File: config.mk
export PLATFORM = sky130hd
export DESIGN_NAME = cwk_can_top
export DESIGN_NICKNAME = d
export VERILOG_FILES = /design/src/hdl/cwk_pkg.sv /design/src/hdl/cwk_can_top.sv /design/src/hdl/cwk_wake_filter.sv /design/src/hdl/cwk_spi_slave.sv
export SDC_FILE = /design/constraint.sdc
export NUM_CORES = 1
export LEC_CHECK = 0
export ABC_CLOCK_PERIOD_IN_PS = 6700
export BUFFER_PORTS_ARGS = -buffer_cell sky130_fd_sc_hd__buf_4
export CORE_ASPECT_RATIO = 0.75
export CORE_MARGIN = 2
export CORE_UTILIZATION = 57
export CTS_BUF_LIST = sky130_fd_sc_hd__clkbuf_8 sky130_fd_sc_hd__clkbuf_16
export CTS_CLUSTER_DIAMETER = 30
export DETAILED_ROUTE_END_ITERATION = 12
export PLACE_DENSITY = 0.94
export RECOVER_POWER = 25
export SLEW_MARGIN = 30
export SYNTH_ARGS = -nofsm -noshare
export SYNTH_HDL_FRONTEND = slang
export SYNTH_SLANG_ARGS = --single-unit
File: constraint.sdc
create_clock -name core_clk -period 6.7 [get_ports core_clk]
set_clock_uncertainty 0.1 [all_clocks]
set_input_delay 0.335 -clock core_clk [delete_from_list [all_inputs] [get_ports core_clk]]
set_output_delay 0.335 -clock core_clk [all_outputs]
set_load 0.1 [all_outputs]
File: src/hdl/cwk_pkg.sv
// Purpose: Shared constants for the CAN transceiver wake and data-path logic
// Assumes: core_clk at 125 MHz
// Notes:   Times kept in printed units, cycle counts derived from them
package cwk_pkg;
	localparam int CLK_MHZ        = 125;
	// Wake pulse filter and spacing timeout
	localparam int WAKE_MIN_NS    = 500;
	localparam int WAKE_MAX_US    = 500;
	localparam int WAKE_GAP_US    = 500;
	localparam int WAKE_MIN_CYC   = (WAKE_MIN_NS * CLK_MHZ + 999) / 1000;
	localparam int WAKE_MAX_CYC   = WAKE_MAX_US * CLK_MHZ;
	localparam int WAKE_GAP_CYC   = WAKE_GAP_US * CLK_MHZ;
	localparam int WAKE_PULSES    = 3;
	localparam int WAKE_CW        = 17;
	// Serial command to active mode
	localparam int MODE_DELAY_US  = 10;
	localparam int MODE_DELAY_CYC = MODE_DELAY_US * CLK_MHZ;
	// Register byte addresses
	localparam logic [7:0] ADDR_CTRL     = 8'h00;
	localparam logic [7:0] ADDR_STATUS   = 8'h04;
	localparam logic [7:0] ADDR_IRQ_STAT = 8'h08;
	localparam logic [7:0] ADDR_IRQ_MASK = 8'h0C;
	// Control fields (also the low nibble of a serial command byte)
	localparam int CTRL_ACTIVE    = 0;
	localparam int CTRL_WAKE_DIS  = 1;
	localparam int CTRL_SLEW_LO   = 2;
	localparam int CTRL_W         = 4;
	localparam logic [3:0] CTRL_RESET = 4'h0;
	// Status fields
	localparam int ST_WAKE        = 0;
	localparam int ST_ACTIVE      = 1;
	localparam int ST_RXD         = 2;
	// Interrupt status fields
	localparam int IRQ_WAKE       = 0;
	localparam int IRQ_ACTIVE     = 1;
	localparam int IRQ_REJECT     = 2;
	localparam int IRQ_W          = 3;
	localparam int SPI_BITS       = 8;
endpackage : cwk_pkg

File: src/hdl/cwk_can_top.sv
// Purpose: CAN transceiver digital side: data path, bus wake, serial and AHB control
// Assumes: All inputs synchronous to core_clk; single AHB-Lite slave, zero wait
// Notes:   Mode, wake disable and slew come from either the serial port or AHB
//
// Notes on behaviour
// RULE1 - Wake filter accepts a pulse only wider than 0.5 us and below 500 us.
// RULE2 - A rejected pulse clears the pulse counter and gives no wake.
// RULE3 - Each accepted pulse counts; the third one asserts wake.
// RULE4 - Over 500 us between accepted pulses clears the counter without wake.
// RULE5 - Entering active mode ends the wake cycle and clears the wake flag.
// RULE6 - Wake detection can be disabled; then bus activity never wakes.
// RULE7 - Bus driven dominant while txd low, recessive while txd high. Code drives dominant only in active mode, recessive otherwise.
// RULE8 - rxd low while the bus is dominant, high while recessive.
// RULE9 - Serial port samples mosi on each sclk falling edge.
// RULE10 - miso changes after each sclk rising edge; host captures on the fall.
// RULE11 - A serial command for active mode takes effect within 10 us.
// RULE12 - Four slew settings 0 to 3; 3 is fastest.
// RULE13 - Wake stays asserted until active mode is entered.
`timescale 1ns/1ps
module cwk_can_top #(
	parameter int WAKE_MAX_CYC = cwk_pkg::WAKE_MAX_CYC,
	parameter int WAKE_GAP_CYC = cwk_pkg::WAKE_GAP_CYC
) (
	// Clock and reset
	input  wire logic        core_clk,
	input  wire logic        rst_n,
	// AHB-Lite slave
	input  wire logic        hsel,
	input  wire logic [31:0] haddr,
	input  wire logic [1:0]  htrans,
	input  wire logic        hwrite,
	input  wire logic [2:0]  hsize,
	input  wire logic [31:0] hwdata,
	input  wire logic        hready,
	output logic             hreadyout,
	output logic             hresp,
	output logic [31:0]      hrdata,
	// Protocol controller side
	input  wire logic        txd,
	output logic             rxd,
	// Bus side
	output logic             can_drive_dom,
	input  wire logic        bus_dom,
	input  wire logic        low_power_wake_receiver,
	output logic [1:0]       slew_sel,
	// Serial control port
	input  wire logic        cs_n,
	input  wire logic        sclk,
	input  wire logic        mosi,
	output logic             miso,
	output logic             miso_oe,
	// Status
	output logic             can_active,
	output logic             wake_out,
	output logic             irq
);
	import cwk_pkg::*;

	logic [CTRL_W-1:0] ctrl;
	logic              wake;
	logic [IRQ_W-1:0]  irq_stat;
	logic [IRQ_W-1:0]  irq_mask;
	logic              wr_pend;
	logic [7:0]        wr_addr;
	logic [CTRL_W-1:0] next_ctrl;
	logic              next_wake;
	logic [IRQ_W-1:0]  next_irq_stat;
	logic [IRQ_W-1:0]  next_irq_mask;
	logic              next_wr_pend;
	logic [7:0]        next_wr_addr;
	logic [31:0]       next_hrdata;
	logic              next_can_drive_dom;
	logic              next_rxd;
	logic              next_irq;
	logic              addr_ph;
	logic              data_wr;
	logic              wake_en;
	logic              accept;
	logic              reject;
	logic              wake_hit;
	logic [7:0]        spi_tx;
	logic [7:0]        spi_rx;
	logic              spi_valid;
	logic [31:0]       status_word;

	// Wake counting runs only while idle on the bus and not disabled
	assign wake_en = !ctrl[CTRL_WAKE_DIS] && !ctrl[CTRL_ACTIVE]; // [RULE6] [RULE5]
	assign spi_tx  = {5'h00, bus_dom ? 1'b0 : 1'b1, ctrl[CTRL_ACTIVE], wake};
	assign addr_ph = hsel && hready && htrans[1];
	assign data_wr = wr_pend;

	cwk_wake_filter #(
		.MIN_CYC (WAKE_MIN_CYC),
		.MAX_CYC (WAKE_MAX_CYC),
		.GAP_CYC (WAKE_GAP_CYC),
		.CW      (WAKE_CW)
	) u_filter (
		.core_clk (core_clk),
		.rst_n    (rst_n),
		.wake_dom (low_power_wake_receiver),
		.enable   (wake_en),
		.accept   (accept),
		.reject   (reject),
		.wake_hit (wake_hit)
	);

	cwk_spi_slave u_spi (
		.core_clk (core_clk),
		.rst_n    (rst_n),
		.cs_n     (cs_n),
		.sclk     (sclk),
		.mosi     (mosi),
		.miso     (miso),
		.miso_oe  (miso_oe),
		.tx_byte  (spi_tx),
		.rx_byte  (spi_rx),
		.rx_valid (spi_valid)
	);

	// Control, wake flag and interrupts
	always_comb begin
		next_ctrl     = ctrl;
		next_irq_mask = irq_mask;
		next_irq_stat = irq_stat;
		next_wake     = wake;
		next_wr_pend  = addr_ph && hwrite;
		next_wr_addr  = addr_ph ? haddr[7:0] : wr_addr;
		if (data_wr && wr_addr == ADDR_CTRL)
			next_ctrl = hwdata[CTRL_W-1:0];
		// Serial command is taken after AHB so a same-cycle serial frame wins
		if (spi_valid)
			next_ctrl = spi_rx[CTRL_W-1:0]; // [RULE11]
		if (data_wr && wr_addr == ADDR_IRQ_MASK)
			next_irq_mask = hwdata[IRQ_W-1:0];
		if (data_wr && wr_addr == ADDR_IRQ_STAT)
			next_irq_stat = irq_stat & ~hwdata[IRQ_W-1:0];
		// Events set after the clear so a same-cycle event is kept
		if (wake_hit)
			next_irq_stat[IRQ_WAKE] = 1'b1;
		if (reject)
			next_irq_stat[IRQ_REJECT] = 1'b1;
		if (next_ctrl[CTRL_ACTIVE] && !ctrl[CTRL_ACTIVE])
			next_irq_stat[IRQ_ACTIVE] = 1'b1;
		if (next_ctrl[CTRL_ACTIVE])
			next_wake = 1'b0; // [RULE5]
		else if (wake_hit && wake_en)
			next_wake = 1'b1; // [RULE3] [RULE13]
	end

	// Status view built from the next values, so a read sees a same-cycle change
	always_comb begin
		status_word            = 32'h00000000;
		status_word[ST_WAKE]   = next_wake;
		status_word[ST_ACTIVE] = next_ctrl[CTRL_ACTIVE];
		status_word[ST_RXD]    = !bus_dom;
	end

	// Read data, with a write in its data phase forwarded through next_ values
	always_comb begin
		next_hrdata = hrdata;
		if (addr_ph && !hwrite) begin
			case (haddr[7:0])
				ADDR_CTRL:     next_hrdata = {28'h0000000, next_ctrl};
				ADDR_STATUS:   next_hrdata = status_word;
				ADDR_IRQ_STAT: next_hrdata = {29'h00000000, next_irq_stat};
				ADDR_IRQ_MASK: next_hrdata = {29'h00000000, next_irq_mask};
				default:       next_hrdata = 32'h00000000;
			endcase
		end
	end

	// Bus data path
	always_comb begin
		next_can_drive_dom = ctrl[CTRL_ACTIVE] && !txd; // [RULE7]
		next_rxd           = !bus_dom; // [RULE8]
		next_irq           = |(next_irq_stat & next_irq_mask);
	end

	// Control, wake and interrupt state
	always_ff @(posedge core_clk or negedge rst_n) begin
		if (!rst_n) begin
			ctrl       <= CTRL_RESET;
			wake       <= 1'b0;
			irq_stat   <= '0;
			irq_mask   <= '0;
			slew_sel   <= 2'h0;
			can_active <= 1'b0;
			wake_out   <= 1'b0;
			irq        <= 1'b0;
		end else begin
			ctrl       <= next_ctrl;
			wake       <= next_wake;
			irq_stat   <= next_irq_stat;
			irq_mask   <= next_irq_mask;
			slew_sel   <= next_ctrl[CTRL_SLEW_LO +: 2]; // [RULE12]
			can_active <= next_ctrl[CTRL_ACTIVE];
			wake_out   <= next_wake;
			irq        <= next_irq;
		end
	end

	// Register bus: zero wait states and always OKAY
	always_ff @(posedge core_clk or negedge rst_n) begin
		if (!rst_n) begin
			wr_pend   <= 1'b0;
			wr_addr   <= 8'h00;
			hrdata    <= 32'h00000000;
			hreadyout <= 1'b1;
			hresp     <= 1'b0;
		end else begin
			wr_pend   <= next_wr_pend;
			wr_addr   <= next_wr_addr;
			hrdata    <= next_hrdata;
			hreadyout <= 1'b1;
			hresp     <= 1'b0;
		end
	end

	// Bus data path registers
	always_ff @(posedge core_clk or negedge rst_n) begin
		if (!rst_n) begin
			can_drive_dom <= 1'b0;
			rxd           <= 1'b1;
		end else begin
			can_drive_dom <= next_can_drive_dom;
			rxd           <= next_rxd;
		end
	end

	// Checks on the data path, the wake flag and the register bus
	a_tx_drive_map: assert property (@(posedge core_clk) disable iff (!rst_n) // [RULE7]
		##1 can_drive_dom == ($past(ctrl[CTRL_ACTIVE]) && !$past(txd)))
		else $error("bus drive does not follow txd");
	a_rx_report: assert property (@(posedge core_clk) disable iff (!rst_n) // [RULE8]
		##1 rxd == !$past(bus_dom))
		else $error("rxd does not follow bus");
	a_wake_three: assert property (@(posedge core_clk) disable iff (!rst_n) // [RULE3]
		(wake_hit && wake_en && !spi_valid && !(data_wr && wr_addr == ADDR_CTRL))
		|=> wake && wake_out) else $error("wake not set on third pulse");
	a_wake_sticky: assert property (@(posedge core_clk) disable iff (!rst_n) // [RULE13]
		(wake && !next_ctrl[CTRL_ACTIVE]) |=> wake)
		else $error("wake dropped early");
	a_active_clears: assert property (@(posedge core_clk) disable iff (!rst_n) // [RULE5]
		$rose(ctrl[CTRL_ACTIVE]) |-> !wake && can_active)
		else $error("active kept wake");
	a_disable_no_wake: assert property (@(posedge core_clk) disable iff (!rst_n) // [RULE6]
		(ctrl[CTRL_WAKE_DIS] && !wake) |=> !wake)
		else $error("wake while disabled");
	a_spi_mode: assert property (@(posedge core_clk) disable iff (!rst_n) // [RULE11]
		(spi_valid && spi_rx[CTRL_ACTIVE]) |-> ##[1:2] can_active)
		else $error("active mode late after command");
	a_slew_map: assert property (@(posedge core_clk) disable iff (!rst_n) // [RULE12]
		##1 slew_sel == ctrl[CTRL_SLEW_LO +: 2])
		else $error("slew select wrong");
	a_filter_accept: assert property (@(posedge core_clk) disable iff (!rst_n) // [RULE1]
		reject |-> !accept && !wake_hit)
		else $error("pulse both kept and dropped");
	a_idle_recessive: assert property (@(posedge core_clk) disable iff (!rst_n) // [RULE7]
		!ctrl[CTRL_ACTIVE] |=> !can_drive_dom)
		else $error("drive outside active mode");
	a_dominant_drive: assert property (@(posedge core_clk) disable iff (!rst_n) // [RULE7]
		(ctrl[CTRL_ACTIVE] && !txd) |=> can_drive_dom)
		else $error("no dominant drive for low txd");
	a_rx_low_dom: assert property (@(posedge core_clk) disable iff (!rst_n) // [RULE8]
		bus_dom |=> !rxd)
		else $error("rxd high on dominant bus");
	a_wake_irq_set: assert property (@(posedge core_clk) disable iff (!rst_n) // [RULE3]
		wake_hit |=> irq_stat[IRQ_WAKE])
		else $error("wake event not flagged");
	a_reject_irq: assert property (@(posedge core_clk) disable iff (!rst_n) // [RULE2]
		reject |=> irq_stat[IRQ_REJECT])
		else $error("reject event not flagged");
	a_reject_no_wake: assert property (@(posedge core_clk) disable iff (!rst_n) // [RULE2]
		(reject && !wake) |=> !wake)
		else $error("wake after rejected pulse");
	a_active_irq: assert property (@(posedge core_clk) disable iff (!rst_n) // [RULE5]
		$rose(ctrl[CTRL_ACTIVE]) |-> irq_stat[IRQ_ACTIVE])
		else $error("active entry not flagged");
	a_active_wake_low: assert property (@(posedge core_clk) disable iff (!rst_n) // [RULE5]
		ctrl[CTRL_ACTIVE] |-> !wake && !wake_out)
		else $error("wake set in active mode");
	a_disabled_quiet: assert property (@(posedge core_clk) disable iff (!rst_n) // [RULE6]
		!wake_en |=> !accept && !reject && !wake_hit)
		else $error("filter ran while disabled");
	a_irq_level: assert property (@(posedge core_clk) disable iff (!rst_n)
		irq == |(irq_stat & irq_mask))
		else $error("interrupt level wrong");
	a_w1c_clear: assert property (@(posedge core_clk) disable iff (!rst_n)
		(data_wr && wr_addr == ADDR_IRQ_STAT && hwdata[IRQ_WAKE] && !wake_hit)
		|=> !irq_stat[IRQ_WAKE]) else $error("wake flag not cleared");
	a_ctrl_write: assert property (@(posedge core_clk) disable iff (!rst_n)
		(data_wr && wr_addr == ADDR_CTRL && !spi_valid) |=> ctrl == CTRL_W'($past(hwdata)))
		else $error("control write lost");
	a_spi_ctrl: assert property (@(posedge core_clk) disable iff (!rst_n) // [RULE11]
		spi_valid |=> ctrl == spi_rx[CTRL_W-1:0])
		else $error("serial command not applied");
	a_status_read: assert property (@(posedge core_clk) disable iff (!rst_n)
		(addr_ph && !hwrite && haddr[7:0] == ADDR_STATUS)
		|=> hrdata[ST_WAKE] == wake && hrdata[ST_ACTIVE] == ctrl[CTRL_ACTIVE])
		else $error("status read wrong");
	a_unmapped_read: assert property (@(posedge core_clk) disable iff (!rst_n)
		(addr_ph && !hwrite && haddr[7:4] != 4'h0) |=> hrdata == 32'h00000000)
		else $error("unmapped read not zero");
	a_mode_mirror: assert property (@(posedge core_clk) disable iff (!rst_n)
		can_active == ctrl[CTRL_ACTIVE] && wake_out == wake)
		else $error("status pins out of step");
	a_bus_okay: assert property (@(posedge core_clk) disable iff (!rst_n)
		hreadyout && !hresp)
		else $error("bus not ready or error");
endmodule : cwk_can_top

File: src/hdl/cwk_wake_filter.sv
// Purpose: Pulse width filter, pulse counter and spacing timeout for bus wake
// Assumes: wake_dom high while the low power wake receiver sees dominant
// Notes:   Pulse widths judged at the end of each dominant pulse
`timescale 1ns/1ps
module cwk_wake_filter #(
	parameter int MIN_CYC = cwk_pkg::WAKE_MIN_CYC,
	parameter int MAX_CYC = cwk_pkg::WAKE_MAX_CYC,
	parameter int GAP_CYC = cwk_pkg::WAKE_GAP_CYC,
	parameter int CW      = cwk_pkg::WAKE_CW
) (
	// Clock and reset
	input  wire logic core_clk,
	input  wire logic rst_n,
	// Wake receiver and control
	input  wire logic wake_dom,
	input  wire logic enable,
	// Events
	output logic      accept,
	output logic      reject,
	output logic      wake_hit
);
	import cwk_pkg::*;

	logic          dom_q;
	logic [CW-1:0] width;
	logic [CW-1:0] gap;
	logic [1:0]    pulses;
	logic          gap_run;
	logic          next_dom_q;
	logic [CW-1:0] next_width;
	logic [CW-1:0] next_gap;
	logic [1:0]    next_pulses;
	logic          next_gap_run;
	logic          next_accept;
	logic          next_reject;
	logic          next_wake_hit;
	logic          fall;
	logic          good;

	always_comb begin
		fall          = dom_q && !wake_dom;
		good          = (width >= CW'(MIN_CYC)) && (width < CW'(MAX_CYC)); // [RULE1]
		next_dom_q    = wake_dom;
		next_width    = width;
		next_gap      = gap;
		next_pulses   = pulses;
		next_gap_run  = gap_run;
		next_accept   = 1'b0;
		next_reject   = 1'b0;
		next_wake_hit = 1'b0;
		if (!enable) begin
			next_width   = '0;
			next_gap     = '0;
			next_pulses  = '0;
			next_gap_run = 1'b0;
		end else if (fall) begin
			next_width = '0;
			if (good) begin
				next_accept = 1'b1;
				next_gap    = '0;
				if (pulses == 2'(WAKE_PULSES - 1)) begin
					next_wake_hit = 1'b1; // [RULE3]
					next_pulses   = '0;
					next_gap_run  = 1'b0;
				end else begin
					next_pulses  = pulses + 2'h1; // [RULE3]
					next_gap_run = 1'b1;
				end
			end else begin
				next_reject  = 1'b1;
				next_pulses  = '0; // [RULE2]
				next_gap_run = 1'b0;
			end
		end else if (wake_dom) begin
			// Saturate so an endless dominant level still reads as too long
			if (width != CW'(MAX_CYC))
				next_width = width + CW'(1);
			next_gap_run = 1'b0;
		end else if (gap_run) begin
			if (gap == CW'(GAP_CYC)) begin
				next_pulses  = '0; // [RULE4]
				next_gap_run = 1'b0;
			end else begin
				next_gap = gap + CW'(1);
			end
		end
	end

	always_ff @(posedge core_clk or negedge rst_n) begin
		if (!rst_n) begin
			dom_q    <= 1'b0;
			width    <= '0;
			gap      <= '0;
			pulses   <= '0;
			gap_run  <= 1'b0;
			accept   <= 1'b0;
			reject   <= 1'b0;
			wake_hit <= 1'b0;
		end else begin
			dom_q    <= next_dom_q;
			width    <= next_width;
			gap      <= next_gap;
			pulses   <= next_pulses;
			gap_run  <= next_gap_run;
			accept   <= next_accept;
			reject   <= next_reject;
			wake_hit <= next_wake_hit;
		end
	end

	a_reject_clears: assert property (@(posedge core_clk) disable iff (!rst_n) // [RULE2]
		reject |-> pulses == 2'h0) else $error("counter kept after reject");
	a_gap_timeout: assert property (@(posedge core_clk) disable iff (!rst_n) // [RULE4]
		(enable && !wake_dom && !dom_q && gap_run && gap == CW'(GAP_CYC))
		|=> pulses == 2'h0) else $error("gap timeout did not clear");
endmodule : cwk_wake_filter

File: src/hdl/cwk_spi_slave.sv
// Purpose: Serial control port, eight bit frames, MSB first
// Assumes: cs_n, sclk and mosi synchronous to core_clk and slower than it
// Notes:   A frame with other than eight bits is dropped at chip select release
`timescale 1ns/1ps
module cwk_spi_slave (
	// Clock and reset
	input  wire logic       core_clk,
	input  wire logic       rst_n,
	// Serial pins
	input  wire logic       cs_n,
	input  wire logic       sclk,
	input  wire logic       mosi,
	output logic            miso,
	output logic            miso_oe,
	// Byte side
	input  wire logic [7:0] tx_byte,
	output logic [7:0]      rx_byte,
	output logic            rx_valid
);
	import cwk_pkg::*;

	logic       sclk_q;
	logic       cs_q;
	logic [7:0] sh_in;
	logic [7:0] sh_out;
	logic [3:0] bits;
	logic       next_sclk_q;
	logic       next_cs_q;
	logic [7:0] next_sh_in;
	logic [7:0] next_sh_out;
	logic [3:0] next_bits;
	logic       next_miso;
	logic [7:0] next_rx_byte;
	logic       next_rx_valid;

	always_comb begin
		next_sclk_q   = sclk;
		next_cs_q     = cs_n;
		next_sh_in    = sh_in;
		next_sh_out   = sh_out;
		next_bits     = bits;
		next_miso     = miso;
		next_rx_byte  = rx_byte;
		next_rx_valid = 1'b0;
		if (cs_q && !cs_n) begin
			next_sh_out = tx_byte;
			next_miso   = tx_byte[7];
			next_bits   = '0;
		end else if (!cs_n && sclk_q && !sclk) begin
			next_sh_in = {sh_in[6:0], mosi}; // [RULE9]
			// Saturate above eight so long frames are refused, not folded back
			if (bits != 4'hF)
				next_bits = bits + 4'h1;
		end else if (!cs_n && !sclk_q && sclk) begin
			// First rise presents bit 7, so the host's first fall captures the MSB
			next_sh_out = {sh_out[6:0], 1'b0};
			next_miso   = sh_out[7]; // [RULE10]
		end else if (!cs_q && cs_n) begin
			next_rx_valid = (bits == 4'(SPI_BITS));
			next_rx_byte  = sh_in;
		end
	end

	always_ff @(posedge core_clk or negedge rst_n) begin
		if (!rst_n) begin
			sclk_q   <= 1'b0;
			cs_q     <= 1'b1;
			sh_in    <= '0;
			sh_out   <= '0;
			bits     <= '0;
			miso     <= 1'b0;
			miso_oe  <= 1'b0;
			rx_byte  <= '0;
			rx_valid <= 1'b0;
		end else begin
			sclk_q   <= next_sclk_q;
			cs_q     <= next_cs_q;
			sh_in    <= next_sh_in;
			sh_out   <= next_sh_out;
			bits     <= next_bits;
			miso     <= next_miso;
			miso_oe  <= !cs_n;
			rx_byte  <= next_rx_byte;
			rx_valid <= next_rx_valid;
		end
	end

	a_mosi_on_fall: assert property (@(posedge core_clk) disable iff (!rst_n) // [RULE9]
		(!cs_n && cs_q == cs_n && sclk_q && !sclk)
		|=> sh_in[0] == $past(mosi)) else $error("mosi not taken on fall");
	a_miso_on_rise: assert property (@(posedge core_clk) disable iff (!rst_n) // [RULE10]
		(!cs_n && cs_q == cs_n && !sclk_q && sclk)
		|=> miso == $past(sh_out[7])) else $error("miso not moved on rise");
endmodule : cwk_spi_slave

==> impl_results.md, run 1 <==
- Status: complete, no violations
- Max Slew Vio Count: 0
- Vias in the first global route: 3781
- Final Wtd Congestion: 0.9680
- H-Tree Depth: 3
- CTS Buffer Depth: 2
- Die Y: 82.98 um
- Initial DRC Count: 343
- Final period utilization: 41.40%
- WHS Path Cells: 2
- Synth cell types: 59
- Post-CTS Setup Repair Bufs: 0
- RSZ-0062 raised after global routing: false
- WP depth: 6
- Switch share: 32.75%
- Final Setup Violations: 0
- Max-cap viol count: 0
- Post-route ant nets: 0
- Area of the mapped netlist: 4741 um^2
- Synthesis-to-layout area growth: 8.419%
- Pre-Repair DR Iteration Count: 5
- Total GRT Usage: 23.86%
- Critical path endpoint: u_filter.gap[16]
- Boundary Pins: 123
- Overflow after GRT: 0
- Detailed Place HPWL: 7.408 mm
- Initial cell density of the core: 59.35%
- Top cell type's share of synthesized area: 47.51%
- Crit-path max cell delay: 0.70 ns
- VDD IR-drop max: 0.1257 mV
- CTS Sinks: 92
- Worst slew pin tran: 1.495 ns
- Reg2reg path depth: 6
- CP Buf/Inv Count: 0
- Most common cell after layout, fill and taps aside: dfrtp_1
- R2r endpoint: u_filter.gap[16]
- CP Cell Sequence: nor4b_1, and2_1, a31oi_1, nand3_2, or4b_2, a21oi_1
- Via density: 5.954
- Max Fanout on Critical Path: 18
- WP data arrival: 2.97 ns
- Post-Synthesis Cells: 481
- Clk Latency, worst-skew pair: 0.37 ns
- Final net count: 604
- Relative slew slack: 0.3103%
- Setup_tns: 0 ns
- Drc violations: 0
- Worst Setup SP: ctrl[0]
- Total CTS buffers: 9
- Routed WL: 10.36 mm
- Post-synth EDFFs: 0
- R2r setup slk: 3.93 ns
- Die width: 109.3 um
- Ys async rst share: 100.0%
- CP startpoint kind: flip-flop
- Post-Syn Area per Cell: 9.856 um^2
- Worst r2r src: ctrl[0]
- Post_cts resized: 0
- # diodes: 0
- Logic gate share of total power: 16.4%
- Layout fillers: 620
- Count of buffers from port buffering: 36
- Register area share after synthesis: 48.61%
- Vias: 3739
- Root buf cell: clkbuf_8
- WL/cell: 16.49 um
- Power Internal: 0.7780 mW
- Num rows: 28
- Peak Freq: 360.5 MHz
- Dpl cells: 609
- Net Sw Power: 0.3789 mW
- Die area: 9070 um^2
- Tightest Hold Check Type: in2reg
- Clock slew at reported path FFs: 0.09 ns
- First-pass GRT wire length: 17.10 mm
- Critical path data required time: 6.89 ns
- Setup crit end kind: flip-flop
- PwrDens: 225.1 nW/um^2
- Primary FF master, synth: dfrtp_1
- Non-Filler Instances: 628
- Cell taking the most area after synthesis: dfrtp_1
- Register share of total power: 54.0%
- Number of antenna violations at the first check in global routing: 0
- Clk network pwr share: 29.6%
- Ranking of synthesized cells by area: dfrtp_1 48%, buf_4 5.1%, mux2_2 4.3%
- CP delay by family, top: simple AND/OR/NAND/NOR gates
- Final min period: 2.774 ns
- Proportion of layout cells with a drive suffix above 1: 14.91%
- Yosys warning total: 0
- Synth Register Bits: 92
- Core box area: 7988 um^2
- Final hold vios: 0
- Leak: 2.227 nW
- Commonest cells after routing, fill and taps aside: 90 x dfrtp_1, 42 x nand2_1, 41 x nor2_1
- CTS tree: built
- CP max-delay cell: or4b_2
- Pin count of the biggest net entering global routing: 66
- Crit path kind: reg2reg
## final cells by class
| cell class | instances | area, um^2 | area share [%] |
|---|---|---|---|
| Clock buffer | 9 | 123.9 | 2.410 |
| Clock inverter | 7 | 51.30 | 0.9981 |
| Inverter | 20 | 75.07 | 1.461 |
| Multi-Input combinational cell | 354 | 2176 | 42.33 |
| Sequential cell | 92 | 2305 | 44.84 |
| Tap cell | 105 | 131.4 | 2.556 |
| Timing Repair Buffer | 41 | 277.8 | 5.404 |
## how the worst min path moves through the flow
stage | from | end
2_1_floorplan | rst_n | can_drive_dom
3_3_place_gp | rst_n | u_filter.width[9]
3_5_place_dp | rst_n | u_filter.width[9]
4_1_cts | sclk | u_spi.sclk_q
5_1_grt | bus_dom | rxd
6_report | bus_dom | rxd
## synth_stat cells, drive strengths merged (6+ instances only)
master and count:
buf 35, mux2 18, nand4 14, or3 9, ha 6, nor2 41
xor2 8, and3 6, a21oi 22, clkbuf 8, inv 20, dfrtp 90
nand2b 7, o31ai 8, nand2 42, o21ai 27, nor4 9, and2 8
mux2i 8, nand3 19, xnor2 10, or4 7, or4b 6
## per-stage QoR
stage,util (%),hold WS (ns),cell area (um^2),setup slack (ns),power (mW)
final,64.35,0.05338,5140,3.926,1.157
after global placement,62.25,0.1597,4972,4.110,0.8151
after detailed placement,62.25,0.1689,4972,4.025,0.8255
after global routing,64.35,0.04507,5140,3.757,1.202
after CTS,64.82,0.01017,5177,4.007,1.166
after floorplan,-,-0.06059,4846,3.720,0.7910
## kinds of logic after synthesis
family,count (synthesis),synth area share [%]
compound gates,84,11.03
xor+xnor,18,3.325
fa+ha+maj,6,1.583
buf+inv,63,7.706
flops,92,48.61
mux,26,5.965
other cells,2,0.1584
simple gates,190,21.62
## layer usage
layer  vias up  track usage (%)  part of all wire [%]
met5         -                0                     0
met4         0            9.666                   2.3
met3        29            5.181                   7.1
met2       172            38.96                    48
met1      1817            30.82                    43
li1       1721                -                     -
## what timing repair did
| action | in CTS | in global routing |
|---|---|---|
| hold endpoints to repair | 29 | 0 |
| hold buffers | 3 | 0 |
| endpoints found under the setup margin | 0 | 0 |
## registers in the layout (all words and copies together) (netlist names), 2 cells and up
register and count:
u_spi.sh_out 8, irq_mask 3, u_spi.rx_byte 4, u_filter.gap 17
irq_stat 3, ctrl 4, wr_addr 8, u_spi.bits 4
u_filter.width 17, u_spi.sh_in 4, hrdata 4, u_filter.pulses 2
## power groups by stage
stage	clock network (mW)	registers, mW	logic [mW]
6_report	0.342	0.624	0.190
5_1_grt	0.371	0.629	0.202
4_1_cts	0.348	0.623	0.194
3_5_place_dp	0	0.633	0.192
3_3_place_gp	0	0.630	0.185
2_1_floorplan	0	0.637	0.154
(Power assumes the default switching activity.)
==> run 2, diff against run 1 <==
--- a/config.mk
+++ b/config.mk
@@ -5,15 +5,15 @@
 export SDC_FILE = /design/constraint.sdc
 export NUM_CORES = 1
 export LEC_CHECK = 0
-export ABC_CLOCK_PERIOD_IN_PS = 6700
+export ABC_CLOCK_PERIOD_IN_PS = 2300
 export BUFFER_PORTS_ARGS = -buffer_cell sky130_fd_sc_hd__buf_4
 export CORE_ASPECT_RATIO = 0.75
 export CORE_MARGIN = 2
-export CORE_UTILIZATION = 57
+export CORE_UTILIZATION = 48
 export CTS_BUF_LIST = sky130_fd_sc_hd__clkbuf_8 sky130_fd_sc_hd__clkbuf_16
 export CTS_CLUSTER_DIAMETER = 30
 export DETAILED_ROUTE_END_ITERATION = 12
-export PLACE_DENSITY = 0.94
+export PLACE_DENSITY = 0.85
 export RECOVER_POWER = 25
 export SLEW_MARGIN = 30
 export SYNTH_ARGS = -nofsm -noshare
==> constraint.sdc (replaced) <==
create_clock -name core_clk -period 2.3 [get_ports core_clk]
set_clock_uncertainty 0.1 [all_clocks]
set_input_delay 0.115 -clock core_clk [delete_from_list [all_inputs] [get_ports core_clk]]
set_output_delay 0.115 -clock core_clk [all_outputs]
set_load 0.1 [all_outputs]
==> run 2 against run 1 <==
The flow now finishes with violations (negative setup slack); count of clock-buffer cells in the layout stayed put; critical path depth is 1 higher; final area is 18% higher; highest routed layer unchanged.
==> impl_results.md, run 2 (synthesized netlist as in run 1, its figures left out) <==
- Vias in the first global route: 3889 (+2.9%)
- RSZ-0062 raised after global routing: true
- Status: finished, violations left
- Clock slew at reported path FFs: 0.07 ns (-0.02 ns)
- WL/cell: 15.54 um (-5.8%)
- CP Cell Sequence: buf_6, and4_4, o21ai_4, a31o_1, or4_4, or4_4, a21oi_2
- Peak Freq: 416.9 MHz (+16%)
- Leak: 2.663 nW (+20%)
- # diodes: 0 (unchanged)
- Final core occ: 62.84% (-1.5 points)
- Max Slew Vio Count: 0 (unchanged)
- CP delay by family, top: simple AND/OR/NAND/NOR gates
- Crit-path max cell delay: 0.58 ns (-0.12 ns)
- Final Power: 3.907 mW (+240%)
- Max Fanout on Critical Path: 7 (-11)
- Initial DRC Count: 197 (-43%)
- Die width: 118.8 um (+8.6%)
- Drc violations: 0 (unchanged)
- Hold WS: 0.05679 ns (+0.003412 ns)
- Pin count of the biggest net entering global routing: 44 (-33%)
- Count of buffers from port buffering: 36 (unchanged)
- Proportion of layout cells with a drive suffix above 1: 26.54% (+12 points)
- Crit path kind: reg2reg
- Detailed Place HPWL: 7.433 mm (+0.33%)
- CP max-delay cell: or4_4
- Setup crit end kind: flip-flop
- Total GRT Usage: 21.22% (-2.6 points)
- Final net count: 665 (+10%)
- Via density: 5.391 (-9.5%)
- Non-Filler Instances: 716 (+14%)
- Final period utilization: 104.3% (+63 points)
- CTS Buffer Depth: 2 (unchanged)
- Area of the multi-input gates: 2384 um^2 (+9.5%)
- Initial cell density of the core: 49.28% (-10 points)
- Die area: 10700 um^2 (+18%)
- Setup slack at placement: -0.1384 ns (-4.164 ns)
- Critical path data required time: 2.47 ns (-4.42 ns)
- Overflow after GRT: 0 (unchanged)
- H-Tree Depth: 3 (unchanged)
- CP Buf/Inv Count: 1 (+1)
- Worst slew pin tran: 1.114 ns (-0.3813 ns)
- CP startpoint kind: flip-flop
- Number of antenna violations at the first check in global routing: 0 (unchanged)
- Total CTS buffers: 9 (unchanged)
- Dpl cells: 678 (+11%)
- Commonest cells after routing, fill and taps aside: 88 x dfrtp_1, 72 x buf_4, 41 x nand2_1
- Layout fillers: 776 (+25%)
- Max-cap viol count: 0 (unchanged)
- Core box area: 9619 um^2 (+20%)
- Synthesis-to-layout area growth: 27.50%
- Boundary Pins: 123 (unchanged)
- Most common cell after layout, fill and taps aside: dfrtp_1
- WP data arrival: 2.57 ns (-0.40 ns)
- CTS Sinks: 92 (unchanged)
- Relative slew slack: 25.73% (+25 points)
- Root buf cell: clkbuf_16
- Clk Latency, worst-skew pair: 0.35 ns (-0.02 ns)
- First-pass GRT wire length: 18.43 mm (+7.8%)
- VDD IR-drop max: 0.5250 mV (+320%)
- Post-route ant nets: 0 (unchanged)
- Seq. cell area: 2310 um^2 (+0.22%)
- PwrDens: 646.4 nW/um^2 (+190%)
- PnR worst setup slack: -0.09881 ns (-4.025 ns)
- Final Wtd Congestion: 0.8791 (-9.2%)
- Final min period: 2.399 ns (-0.3749 ns)
- Pre-Repair DR Iteration Count: 5 (unchanged)
- Failing checks: negative setup slack
- CTS tree: built
- Die Y: 90.07 um (+8.5%)
- Final hold vios: 0 (unchanged)
- Vias: 3860 (+3.2%)
- Num rows: 31 (+11%)
- Final Setup Violations: 3 (+3)
- Most frequent cell on the critical path: or4_4
- Tightest Hold Check Type: in2reg
- Top flop regs: u_filter.gap x17, u_filter.width x17
- Routed WL: 11.13 mm (+7.4%)
run 2: cell count changes in the layout (fill, tap and decap cells not counted), sizes merged:
cell,change
buf,+51
dlygate4sd3,+15
clkbuf,-5
bufinv,+1
clkinv,-1
clkinvlp,-1
inv,+1
run 2: worst paths after layout:
kind,start,to,slack [ns],cells after the start
worst min register to register,u_filter.reject,irq_stat[2],0.38,2
max in group asynchronous,rst_n,u_filter.gap[13],0.82,3
min in group asynchronous,rst_n,u_filter.width[10],0.42,2
worst max-delay path,u_filter.width[4],u_filter.gap[15],-0.1,7
worst min-delay path,hwdata[3],ctrl[3],0.06,3
worst max register to register,u_filter.width[4],u_filter.gap[15],-0.1,7
run 2: stage by stage:
step	area, um^2	TNS, ns
floorplan	4886	-0.09538
CTS	5949	-0.08262
global placement	5374	-0.3852
global route	6045	-1.206
detailed placement	5374	-1.260
finish	6045	-0.1531
run 2: power by group:
group / total, mW / internal [mW] / switching, mW
sequential: 1.83 / 1.73 / 0.0984
clock: 1.47 / 0.840 / 0.628
combinational: 0.607 / 0.176 / 0.430
total: 3.91 / 2.75 / 1.16
run 2: timing repair:
item	in CTS	in global routing
gates resized for setup	18	25
setup buffers	2	2
endpoints found under the hold margin	64	0
setup endpoints to repair	31	30
hold buffers	18	0
pin swaps	5	23
run 2: layout make-up:
cell class / count / share of cell area (%)
Clock inverter: 7 / 1.138
Tap cell: 132 / 2.732
Sequential cell: 92 / 38.21
Inverter: 20 / 1.242
Multi-Input combinational cell: 354 / 39.43
Timing Repair Buffer: 102 / 13.52
Clock buffer: 9 / 3.726
run 2: worst min-delay path: cells and delay by family:
family	cells	cell delay, ns
compound gates	1	0.12
buf+inv	1	0.11
mux	1	0.10
run 2: layer usage:
| layer | wire length, um | vias up | GRT usage [%] |
|---|---|---|---|
| li1 | - | 1844 | - |
| met1 | 4845 | 1917 | 26.87 |
| met2 | 5692 | 87 | 36.02 |
| met3 | 445 | 12 | 5.520 |
| met4 | 142 | 0 | 5.952 |
| met5 | 0 | - | 0 |
